===== config.mk =====
export PLATFORM = sky130hd
export DESIGN_NAME = tdr_regs
export DESIGN_NICKNAME = d
export VERILOG_FILES = /design/src/core/tdr_pkg.sv /design/src/core/tdr_slot.sv /design/src/core/tdr_regs.sv
export SDC_FILE = /design/constraint.sdc
export NUM_CORES = 1
export LEC_CHECK = 0
export ABC_AREA = 1
export BUFFER_PORTS_ARGS = -buffer_cell sky130_fd_sc_hd__buf_2
export CAP_MARGIN = 15
export CORE_MARGIN = 5
export CORE_UTILIZATION = 58
export DETAILED_ROUTE_END_ITERATION = 10
export PLACE_DENSITY = 0.85
export SYNTH_ARGS = -nofsm -noshare
export SYNTH_HDL_FRONTEND = slang
export SYNTH_SLANG_ARGS = --single-unit

===== constraint.sdc =====
create_clock -name i_sys_clk -period 3.2 [get_ports i_sys_clk]
set_input_delay 0.64 -clock i_sys_clk [delete_from_list [all_inputs] [get_ports i_sys_clk]]
set_output_delay 0.64 -clock i_sys_clk [all_outputs]
set_load 0.005 [all_outputs]

===== src/core/tdr_pkg.sv =====
// Package of constants and types for the thread dependency register block.
package tdr_pkg;
    // =====================================================================
    // Geometry
    localparam int          TDR_NUM_SLOTS    = 8;
    localparam int          TDR_WORD_W       = 16;
    localparam int          TDR_ID_W         = 8;
    localparam int          TDR_IDX_W        = 3;
    localparam int          TDR_VALID_BIT    = 15;
    // =====================================================================
    // Register addressing
    localparam logic [3:0]  TDR_GROUP_TYPE   = 4'hB;
    localparam logic [3:0]  TDR_GROUP_NUM    = 4'hB;
    localparam logic [4:0]  TDR_SUB_FIRST    = 5'h00;
    localparam logic [4:0]  TDR_SUB_LAST     = 5'h07;
    // =====================================================================
    // Reset values
    localparam logic [7:0]  TDR_ID_RESET     = 8'h00;
    localparam logic [15:0] TDR_READ_RESET   = 16'h0000;
    // =====================================================================
    // Conditional send sequencer states
    typedef enum logic [1:0] {
        TDR_SEND_IDLE = 2'b01,
        TDR_SEND_HOLD = 2'b10
    } tdr_send_state_t;
endpackage


===== src/core/tdr_slot.sv =====
// One thread dependency slot: identifier and valid flag.
`timescale 1ns/100ps
module tdr_slot
    import tdr_pkg::*;
(
    // Clock and reset
    input  wire logic                i_sys_clk,
    input  wire logic                i_nrst,
    input  wire logic                i_ce,
    // Events
    input  wire logic                i_dispatch,
    input  wire logic [7:0]          i_dispatch_id,
    input  wire logic                i_dispatch_valid,
    input  wire logic                i_write_clear,
    input  wire logic                i_retire,
    input  wire logic [7:0]          i_retire_id,
    // State
    output logic      [7:0]          o_id,
    output logic                     o_valid
);
    logic [7:0] next_id;
    logic       next_valid;

    always_comb begin
        next_id    = o_id;
        next_valid = o_valid;
        if (i_write_clear) begin
            next_valid = 1'b0; // RULE9
        end
        if (i_retire && (i_retire_id == o_id)) begin
            next_valid = 1'b0; // RULE7
        end
        // Dispatch loads a new thread context, so it overrides clears of the old one.
        if (i_dispatch) begin
            next_id    = i_dispatch_id;    // RULE8
            next_valid = i_dispatch_valid; // RULE6
        end
    end

    always_ff @(posedge i_sys_clk or negedge i_nrst) begin
        if (!i_nrst) begin
            o_id    <= TDR_ID_RESET;
            o_valid <= 1'b0; // RULE12
        end else if (i_ce) begin
            o_id    <= next_id;
            o_valid <= next_valid;
        end
    end
endmodule


===== src/core/tdr_regs.sv =====
// Thread dependency register file with conditional send gating.
//
// Functional notes
// RULE1: Eight 16-bit slots, word reads, word write mask.
// RULE2: Group selected when register type nibble is 1011; the code also requires register number nibble 1011.
// RULE3: Subregisters 0..7 map slots; others reserved.
// RULE4: Read: id low byte, zeros, valid bit 15.
// RULE5: Valid set means dependency on stored thread.
// RULE6: Only dispatch sets valid flags.
// RULE7: Matching end-of-thread broadcast clears valid flag.
// RULE8: Identifier changes only on dispatch.
// RULE9: Enabled write clears valid only, data ignored.
// RULE10: Conditional send consults the dependency registers.
// RULE11: Hold conditional send until all valids clear.
// RULE12: Reset clears all valid flags.
`timescale 1ns/100ps
module tdr_regs
    import tdr_pkg::*;
(
    // Clock, reset, enable
    input  wire logic                          i_sys_clk,
    input  wire logic                          i_nrst,
    input  wire logic                          i_ce,
    // Register access port
    input  wire logic [7:0]                    i_register_number_field,
    input  wire logic [4:0]                    i_subregister_number_field,
    input  wire logic                          i_rd_en,
    input  wire logic                          i_wr_en,
    output logic      [15:0]                   o_rd_data,
    output logic                               o_rd_hit,
    // Thread dispatch
    input  wire logic                          i_dispatch,
    input  wire logic [8*8-1:0]                i_dispatch_thread_id,
    input  wire logic [7:0]                    i_dispatch_valid,
    // End-of-thread broadcast
    input  wire logic                          i_eot,
    input  wire logic [7:0]                    i_eot_thread_id,
    // Conditional send
    input  wire logic                          i_sendc_req,
    output logic                               o_sendc_busy,
    output logic                               o_sendc_issue,
    output logic      [7:0]                    o_dep_valid
);
    import tdr_pkg::*;

    // =====================================================================
    // Address decode
    logic                  group_hit;
    logic                  sub_hit;
    logic [TDR_IDX_W-1:0]  slot_idx;
    logic [7:0]            wr_clear;
    logic [7:0]            slot_id [TDR_NUM_SLOTS];

    assign group_hit = (i_register_number_field[7:4] == TDR_GROUP_TYPE) &&
                       (i_register_number_field[3:0] == TDR_GROUP_NUM);   // RULE2
    assign sub_hit   = (i_subregister_number_field >= TDR_SUB_FIRST) &&
                       (i_subregister_number_field <= TDR_SUB_LAST);      // RULE3
    assign slot_idx  = i_subregister_number_field[TDR_IDX_W-1:0];         // RULE3

    // =====================================================================
    // Slots
    genvar g;
    generate
        for (g = 0; g < TDR_NUM_SLOTS; g++) begin : g_slot
            // Word write mask: only the addressed slot is cleared. RULE1
            assign wr_clear[g] = i_wr_en && group_hit && sub_hit && (slot_idx == TDR_IDX_W'(g)); // RULE9
            tdr_slot u_slot (
                .i_sys_clk        (i_sys_clk),
                .i_nrst           (i_nrst),
                .i_ce             (i_ce),
                .i_dispatch       (i_dispatch),
                .i_dispatch_id    (i_dispatch_thread_id[g*8 +: 8]),
                .i_dispatch_valid (i_dispatch_valid[g]),
                .i_write_clear    (wr_clear[g]),
                .i_retire         (i_eot),
                .i_retire_id      (i_eot_thread_id),
                .o_id             (slot_id[g]),
                .o_valid          (o_dep_valid[g])
            );
        end
    endgenerate

    // =====================================================================
    // Read path
    logic [15:0] next_rd_data;
    logic        next_rd_hit;

    always_comb begin
        next_rd_data = o_rd_data;
        next_rd_hit  = 1'b0;
        if (i_rd_en) begin
            next_rd_data = TDR_READ_RESET;
            if (group_hit && sub_hit) begin
                next_rd_hit  = 1'b1;
                // Bits 8..14 stay zero from the reset pattern.
                next_rd_data[TDR_ID_W-1:0]  = slot_id[slot_idx];     // RULE4
                next_rd_data[TDR_VALID_BIT] = o_dep_valid[slot_idx]; // RULE4 RULE5
            end
        end
    end

    always_ff @(posedge i_sys_clk or negedge i_nrst) begin
        if (!i_nrst) begin
            o_rd_data <= TDR_READ_RESET;
            o_rd_hit  <= 1'b0;
        end else if (i_ce) begin
            o_rd_data <= next_rd_data;
            o_rd_hit  <= next_rd_hit;
        end
    end

    // =====================================================================
    // Conditional send sequencer
    // A held request is re-sampled each cycle; dropping i_sendc_req returns HOLD to IDLE, so the requester must hold it until issue.
    tdr_send_state_t state;
    tdr_send_state_t next_state;
    logic            deps_clear;

    assign deps_clear    = (o_dep_valid == 8'h00);                     // RULE10
    assign o_sendc_issue = i_ce && i_sendc_req && deps_clear;           // RULE11
    assign o_sendc_busy  = (state == TDR_SEND_HOLD);

    always_comb begin
        next_state = state;
        case (state)
            TDR_SEND_IDLE: begin
                if (i_sendc_req && !deps_clear) begin
                    next_state = TDR_SEND_HOLD;                         // RULE11
                end
            end
            TDR_SEND_HOLD: begin
                if (!i_sendc_req || deps_clear) begin
                    next_state = TDR_SEND_IDLE;
                end
            end
            default: begin
                next_state = TDR_SEND_IDLE;
            end
        endcase
    end

    always_ff @(posedge i_sys_clk or negedge i_nrst) begin
        if (!i_nrst) begin
            state <= TDR_SEND_IDLE;
        end else if (i_ce) begin
            state <= next_state;
        end
    end
endmodule


* After elaboration in Yosys (flattened, before gate mapping)
Index checks and enable logic that the tools add are counted.
** Cells by class
- Order comparisons :: 4
- Equality and inequality tests :: 21
- Mux-type cells :: 36
- Bitwise gates (word level) :: 1
- Reduce and logical (&&, ||, !) cells :: 48
** Operator list (number)
- $eq A8 B8 Y1 :: 8
- $mux W1 :: 28
- $bmux W8 S3 :: 1
- $logic_and A1 B1 Y1 :: 24
- $mux W8 :: 3
- $reduce_bool A3 Y1 :: 8
- $reduce_and A2 Y1 :: 10
- $eq A3 B3 Y1 const B :: 4
- $eq A4 B4 Y1 const B :: 2
- $logic_not A8 Y1 :: 1
- $eq A3 B2 Y1 const B :: 2
- $ge A5 B1 Y1 const B :: 1
- $le A5 B3 Y1 const B :: 1
- $ge A4 B4 Y1 const B :: 1
- $lt A3 B4 Y1 const B :: 1
- $mux W2 :: 2
- $not A3 Y4 :: 1
- $pmux W2 S2 :: 1
- $bmux W1 S3 :: 1
- $eq A3 B1 Y1 const B :: 1
- $logic_not A3 Y1 :: 1
- $reduce_and A3 Y1 :: 1
- $eq A2 B1 Y1 const B :: 1
- $eq A2 B2 Y1 const B :: 1
- other kinds (4) :: 5
** Word-level totals
- Register bits :: 84
- Bits of input ports :: 101
- Logic and storage cells :: 129

* Longest topological paths before layout
Gate-level depths: netlist (run 1).
- Depth after elaboration :: 8
- Gate-level depth with buffers :: 12
- Gate-level depth less buffers :: 11

* By module
From an unflattened synthesis (run 1), not the netlist that was laid out.
** Unflattened totals
- Cells, all modules :: 856
- Area, all modules :: 5421.4 um^2
** By module, submodules not included
- tdr_slot :: instances 8, cells each 74, area an instance 498.0 um^2, sequential area each 225.2 um^2
- tdr_regs :: instances 1, cells each 264, area an instance 1437.6 um^2, sequential area each 301.5 um^2

* Worst setup path before layout (run 1)
No wires, ideal clock.
- Path kind :: input port to output port
- Start :: in i_ce
- End :: out o_sendc_issue
- Data arrival time :: 1188 ps
- Data required time :: 2560 ps
- Path slack :: 1372 ps
- Stages :: 3
- Path buffers :: 1
- Cells stage by stage :: buf_2 -> inv_1 -> nor4_1
** On the way
- Longest elaborated chain between the ends :: 2
** RTL lines
- from (decl) :: line tdr_regs.sv:23 : input wire logic i_ce,
- $logic_and A1 B1 Y1 (2 in a row) :: line tdr_regs.sv:120 : assign o_sendc_issue = i_ce && i_sendc_req && deps_clear;
- to (decl) :: line tdr_regs.sv:41 : output logic o_sendc_issue,
No other way between the ends.

* Worst setup path after layout (run 1)
Ends and elaborated chain as after synthesis.

==> summary.md, run 1 <==
| Metric | Value |
|---|---|
| Clock Path Buffers | `2` |
| CP max FO | `12` |
| Starting density of the core | `roughly three fifths` |
| Cell row count | `34` |
| Total global routing overflow | `0` |
| Period utilisation layout | `approximately 64%` |
| Pin count of the biggest net entering global routing | `approximately 100` |
| Yosys cell types | `31` |
| Finished Cell Area | `between 0.005 and 0.006 sq mm` |
| FMAX | `roughly 490 MHz` |
| Critical path's slowest cell | `nor4_1` |
| Buffers added on ports | `120` |
| Vias in the first global route | `just under 5k` |
| Leading area contributor after synthesis | `dfrtp_1` |
| Synthesized area | `between 0.005 and 0.006 sq mm` |
| Average wire per standard cell | `about 16 um` |
| DIE AREA | `0.01062 sq mm` |
| Post-synthesis register bit count | `84` |
| Number of CTS-inserted buffers | `9` |
| Nets | `a little over 900` |
| Worst Tran Pin Value | `0.6424 ns` |
| Hold Path Class | `primary input to asynchronous set/reset pin` |
| CTS Hold Bufs | `0` |
| Remaining DRCs | `0` |
| CTS resizes | `0` |
| CP Class | `primary input to primary output` |
| Slew headroom | `between 50% and 60%` |
| Post-detail-place hpwl | `about 11,000 um` |
| Chip Height | `between 100 and 150 um` |
| Antenna diodes | `0` |
| Final Max Tran Viols | `0` |
| Skew-Pair Late Insertion Delay | `0.37 ns` |
| Finish-stage setup viols | `0` |
| Die Wd | `103.1 um` |
| WP data arrival | `roughly 1.4 ns` |
| Final Hold Viols | `0` |
| RSZ-0062 raised after global routing | `false` |
| Setup TNS | `0 ns` |
| WL final | `between 10,000 and 15,000 um` |
| Iter 0 DRT Violations | `441` |
| Pleak | `around 3.1 nW` |
| Worst EP required | `2.56 ns` |
| Maxcap violations | `0` |
| Via Count | `roughly 5k` |
| Cells after synthesis | `around 730` |
| IO Pins | `128` |
| Clk slew on worst S/H paths | `0.08 ns` |
| Mapped Avg Cell Area | `between 6 and 7 sq um` |
| Sequential area share after synthesis | `between 40% and 50%` |
| Final ANT Viol Nets | `0` |
| Reg-to-reg slack, setup | `~1.8 ns` |
| Clock Tree Root | `clkbuf_8` |
| Element type at the critical path end | `primary output` |
| Layout area overhead | `13.97%` |
| Htree depth | `3` |
| IR drop worst, VDD | `0.0002240 V` |
| Fin Clk Skew | `between 0.007 and 0.008 ns` |
| Power Density | `approximately 450 mW/mm^2` |
| CP most frequent cell | `buf_2` |
| Worst hold margin | `0.09404 ns` |
| Max incr delay on CP | `roughly 0.28 ns` |
| Synth warn | `0` |
| Post-CTS setup buffers | `0` |
| Routability Congestion | `0.9962` |
| Post-layout min period | `about 2.0 ns` |
| First-pass GRT wire length | `~23,000 um` |
| Dominant cells by area after synthesis | `dfrtp_1, nand2_1, o21ai_0` |
| TritonCTS clock tree | `done` |
| Core area | `0.008593 sq mm` |
| Status | `completed` |
| Initial antenna violation count | `0` |
| Area share of the largest cell type after synthesis | `between 40% and 50%` |
| Vias per cell | `5.438` |
| Critical path, cell by cell | `buf_2, inv_1, nor4_1, buf_2` |
| Sink Count | `84` |
| Placed Area | `~0.0055 sq mm` |
| Worst Setup Start Kind | `primary input` |
| GRT Util Overall | `about 28%` |
| Share of cells above drive strength 1 | `18.05%` |
| Drt pass-1 iters | `6` |
final timing paths:
kind,startpoint,depth (start not counted),endpoint
min in group i_sys_clk,i_dispatch_thread_id[52],3,g_slot[6].u_slot.o_id[4]$_DFFE_PN0P_
min reg2reg,o_rd_data[2]$_DFFE_PN0P_,2,o_rd_data[2]$_DFFE_PN0P_
min,i_nrst,1,g_slot[2].u_slot.o_id[1]$_DFFE_PN0P_
max,i_ce,4,o_sendc_issue
max reg2reg,g_slot[6].u_slot.o_id[5]$_DFFE_PN0P_,11,g_slot[6].u_slot.o_valid$_DFFE_PN0P_
max in group asynchronous,i_nrst,2,state[0]$_DFFE_PN1P_
stage by stage:
stage	util (%)	setup slack (ns)	total power, W	std cells
detailed placement	64.44	0.9565	0.001920	922
global route	66.64	1.084	0.002724	939
finish	66.64	1.168	0.002583	939
floorplan	-	1.372	0.001710	737
global placement	64.44	1.027	0.001901	922
CTS	66.32	1.164	0.002575	938
cell usage in the layout (no fill, tap or decap), types with 2 or more instances in the layout:
cell type and count:
o22ai_1 18, o211ai_1 4, nor2_1 39, o2111ai_1 6, buf_2 119, nand2_2 2
conb_1 7, inv_2 3, dfrtp_1 83, a21oi_1 10, clkbuf_1 2, nand3_1 33
nand2_1 297, clkinv_2 3, clkbuf_8 9, nor2_4 2, xor2_1 2, o21ai_0 66
xnor2_1 12, clkinvlp_4 2, inv_1 83, or2_2 2, nand4_1 16
critical path: cells and delay by family:
family        cells  cell delay [ns]
simple gates      1             0.28
buf+inv           3             0.47
layout make-up:
cell class	count	area (sq um)
Clock buffer	11	131.4
Clock inverter	5	30.03
Fill cell	807	2867
Inverter	88	332.8
Multi-Input combinational cell	521	2344
Sequential cell	84	2103
Tap cell	108	135.1
Timing Repair Buffer	122	650.6
state kept, by name, indices dropped and copies added, names as in the netlist:
signal / cells
state: 2
o_rd_hit: 1
o_rd_data: 9
g_slot.u_slot.o_id: 64
g_slot.u_slot.o_valid: 8
synthesized netlist by cell type:
library cell / count
buf_1: 1
nor2_2: 1
a21oi_1: 10
inv_1: 84
inv_2: 2
nor2_4: 2
xor2_1: 2
xnor2_1: 12
nor4_1: 1
dfstp_2: 1
o22ai_1: 18
nand2_2: 2
nand3_1: 33
o31ai_2: 1
nor2_1: 39
o211ai_1: 4
dfrtp_1: 83
buf_4: 16
buf_6: 3
o21ai_0: 66
or2_2: 2
nor3_1: 1
clkinv_1: 1
o2111ai_2: 1
o2111ai_1: 6
clkbuf_1: 8
conb_1: 1
nand4_1: 16
nand2_1: 297
buf_2: 16
inv_4: 1
per-layer routing:
layer / routed length, um / vias to the layer above / global-route usage [%]
li1: - / 2476 / -
met2: 6936 / 281 / 44.40
met3: 1497 / 33 / 5.142
met1: 5905 / 2316 / 37.34
met4: 360 / 0 / 10.56
met5: 0 / - / 0
report_power, final:
| part | leakage (nW) | switching, W | internal (W) | total [W] |
|---|---|---|---|---|
| Combinational | 1.97 | 0.000385 | 0.000233 | 0.000618 |
| Clock | 0.0791 | 0.000387 | 0.000278 | 0.000666 |
| Sequential | 1.05 | 0.000106 | 0.00119 | 0.00130 |
kinds of logic (layout without fill, tap and decap cells):
kind of cell	count (synthesis)	count (layout)	share of synthesized area [%]
buffers and inverters	132	226	11.95
xor gates and xnor gates	14	14	2.440
other	1	7	0.07463
AOI/OAI and AO/OA	106	106	12.00
and+or+nand+nor	394	394	31.67
DFF	84	84	41.86
Power figures use the tool's default switching activity.
==> inputs of run 2 (changes only) <==
- CORE_UTILIZATION: 58 -> 49
- PLACE_DENSITY: 0.85 -> 0.77
- clock period: 3.2 -> 1.6 ns (I/O delays scaled with it)
==> run 2 against run 1 <==
- the run now ends with negative setup slack left
- non-clock buffer count rose by 29
- register-to-register slack got worse by 1.6 ns
- clock skew is 0.0023 ns higher
- first-iteration DRC count fell by 6.8%
- clock power grew to 2.7 times the previous value
- hold slack better by 0.057 ns
- cell count up 6.1%
- total power is 120% higher
- global-route usage shrank 2.6 points
==> summary.md, run 2 (synthesized netlist as in run 1, its figures left out) <==
| Metric | Value |
|---|---|
| Status | `complete, but fails checks` |
| Violated checks | `negative setup slack` |
| Core Util, Final | `59.94% (-6.7 points)` |
| Drt pass-1 iters | `5 (-1)` |
| WL final | `15,180 um (+3.3%)` |
| Setup WS post-layout | `-0.01685 ns (-1.185 ns)` |
| Pre-CTS WS | `0.09507 ns (-0.8615 ns)` |
| Routability Congestion | `1.014 (+1.7%)` |
| WP data arrival | `1.30 ns (-0.09 ns)` |
| Average wire per standard cell | `15.24 um (-2.6%)` |
| Worst hold endpoint | `g_slot[7].u_slot.o_id[4]$_DFFE_PN0P_` |
| Power Density | `932.9 mW/mm^2 (+110%)` |
| Number of CTS-inserted buffers | `9 (unchanged)` |
| DR WL met2 | `6814 um (-1.8%)` |
| Maxcap violations | `0 (unchanged)` |
| Fin Clk Skew | `0.01022 ns (+0.002282 ns)` |
| Clock Tree Root | `clkbuf_8` |
| Clk slew on worst S/H paths | `0.09 ns (about the same)` |
| Most frequent cells in the layout | `nand2_1, buf_2, inv_1, dfrtp_1, o21ai_0` |
| IO Pins | `128 (unchanged)` |
| Total global routing overflow | `0 (unchanged)` |
| RSZ-0062 raised after global routing | `true` |
| Top Registers | `g_slot.u_slot.o_id (64), o_rd_data (9), g_slot.u_slot.o_valid (8)` |
| Initial antenna violation count | `0 (unchanged)` |
| CP max FO | `2 (-10)` |
| FMAX | `around 620 MHz` |
| First-pass GRT wire length | `25,440 um (+11%)` |
| Share of cells above drive strength 1 | `21.05% (+3.0 points)` |
| Remaining DRCs | `0 (unchanged)` |
| Largest register by flop count | `g_slot.u_slot.o_id` |
| Worst hold margin | `0.1510 ns (+0.05701 ns)` |
| Element type at the critical path end | `primary output` |
| R2r worst-path depth | `10 (-1)` |
| Final Hold Viols | `0 (unchanged)` |
| Worst Tran Pin Value | `0.4998 ns (-0.1425 ns)` |
| Chip Height | `111.3 um (+7.9%)` |
| Period utilisation layout | `101.1%` |
| Finish-stage setup viols | `1 (+1)` |
| Pleak | `3.286 nW (+6.1%)` |
| Iter 0 DRT Violations | `411 (-6.8%)` |
| RR Endpoint | `g_slot[4].u_slot.o_valid$_DFFE_PN0P_` |
| CP Class | `register to primary output` |
| Finished Cell Area | `0.006105 sq mm (+6.6%)` |
| Setup TNS | `-0.01685 ns (-0.01685 ns)` |
| Final ANT Viol Nets | `0 (unchanged)` |
| Nets | `956 (+3.1%)` |
| Core area | `0.01018 sq mm (+19%)` |
| Buffers added on ports | `120 (unchanged)` |
| Post-detail-place hpwl | `11,620 um (+7.4%)` |
| Fillers | `988 (+22%)` |
| Slew headroom | `66.64% (+9.6 points)` |
| Starting density of the core | `49.34% (-9.1 points)` |
| RR Startpoint | `g_slot[4].u_slot.o_id[6]$_DFFE_PN0P_` |
| Reg-to-reg slack, setup | `0.20 ns (-1.62 ns)` |
| Vias in the first global route | `5,173 (+6.2%)` |
| Worst EP required | `1.28 ns (-1.28 ns)` |
| Sink Count | `84 (unchanged)` |
| Worst Setup Start Kind | `register` |
| WL met3 | `1293 um (-14%)` |
| Skew-Pair Late Insertion Delay | `0.36 ns (about the same)` |
| Hold Path Class | `primary input to register` |
| Post-layout min period | `between 1.5 and 2 ns` |
| Cell row count | `37 (+8.8%)` |
| Die Wd | `111.3 um (+7.9%)` |
| Vias per cell | `5.186 (-4.6%)` |
| Placed Area | `0.005808 sq mm (+4.9%)` |
| Max FFs per register | `64 (unchanged)` |
| GRT Util Overall | `25.08% (-2.6 points)` |
| Hold path cells | `3` |
| IR drop worst, VDD | `0.0004305 V (+92%)` |
| M1 wire length | `6582 um (+11%)` |
| Final Max Tran Viols | `0 (unchanged)` |
| Pin count of the biggest net entering global routing | `46 (-56%)` |
| Clock Path Buffers | `2 (unchanged)` |
| DIE AREA | `0.01238 sq mm (+17%)` |
| Htree depth | `3 (unchanged)` |
| Via Count | `5,165 (+1.2%)` |
| TritonCTS clock tree | `done` |
| Antenna diodes | `0 (unchanged)` |
| Commonest non-fill, non-tap cell in the layout | `nand2_1` |
| Layout area overhead | `21.49%` |
| Highest routed layer | `met4` |
| Hold path startpoint | `i_dispatch_thread_id[60]` |
==> run 2: cell types whose count changed in the layout (fill, tap and decap cells not counted), moves of 2 or more <==
| cell | change |
|---|---|
| buf_12 | +5 |
| buf_4 | +24 |
| bufinv_16 | +2 |
| clkbuf_1 | -2 |
| clkbuf_8 | +2 |
| clkinv_2 | -3 |
==> run 2: area by class of cell <==
| class | instances | area (sq um) | share of cell area, % |
|---|---|---|---|
| multi-input combinational | 521 | 2350 | 38.49 |
| sequential | 84 | 2103 | 34.45 |
| timing repair buffer | 151 | 913.4 | 14.96 |
| inverter | 88 | 332.8 | 5.452 |
| tap | 136 | 170.2 | 2.787 |
| clock buffer | 11 | 151.4 | 2.480 |
| clock inverter | 5 | 83.83 | 1.373 |
==> run 2: how the worst max path moves through the flow <==
| stage | end | cells past startpoint | slack, ns | start |
|---|---|---|---|---|
| final | o_sendc_issue | 4 | -0.02 | g_slot[2].u_slot.o_valid$_DFFE_PN0P_ |
| after global routing | o_sendc_issue | 4 | -0.11 | g_slot[2].u_slot.o_valid$_DFFE_PN0P_ |
| after CTS | o_sendc_issue | 4 | -0.04 | g_slot[2].u_slot.o_valid$_DFFE_PN0P_ |
| after detailed placement | o_rd_data[3]$_DFFE_PN0P_ | 9 | 0.1 | i_subregister_number_field[0] |
| after global placement | o_rd_data[3]$_DFFE_PN0P_ | 9 | 0.1 | i_subregister_number_field[0] |
| after floorplan | g_slot[5].u_slot.o_valid$_DFFE_PN0P_ | 9 | 0.35 | i_register_number_field[3] |
==> run 2: critical path, cell delays in order, from the launching register on <==
cell	delay, ns
dfrtp_1	0.42
nor2_1	0.09
nand2_1	0.08
nor4_2	0.20
buf_2	0.15
==> run 2: what timing repair did <==
action,in CTS,in global routing
gates cloned,0,0
hold buffers,1,0
setup endpoints to repair,1,1
endpoints found under the hold margin,11,0
buffers inserted,6,0
resized for setup,0,1
==> run 2: routing by layer <==
metal	vias to the layer above	track usage [%]
met5	-	0
met1	2329	34.06
met3	46	4.803
li1	2530	-
met4	0	9.489
met2	260	39.77
==> run 2: stage by stage <==
stage | total power, W | instances
after CTS | 0.005691 | 996
after global routing | 0.006009 | 996
after detailed placement | 0.003905 | 973
final | 0.005695 | 996
after floorplan | 0.003419 | 737
after global placement | 0.003880 | 973
==> run 2: report_power, final <==
part / leakage [nW] / internal [W] / switching (W) / total, W
logic: 2.13 / 0.000535 / 0.000788 / 0.00132
clock network: 0.112 / 0.000968 / 0.000811 / 0.00178
registers: 1.05 / 0.00239 / 0.000205 / 0.00259
total: 3.29 / 0.00389 / 0.00180 / 0.00569
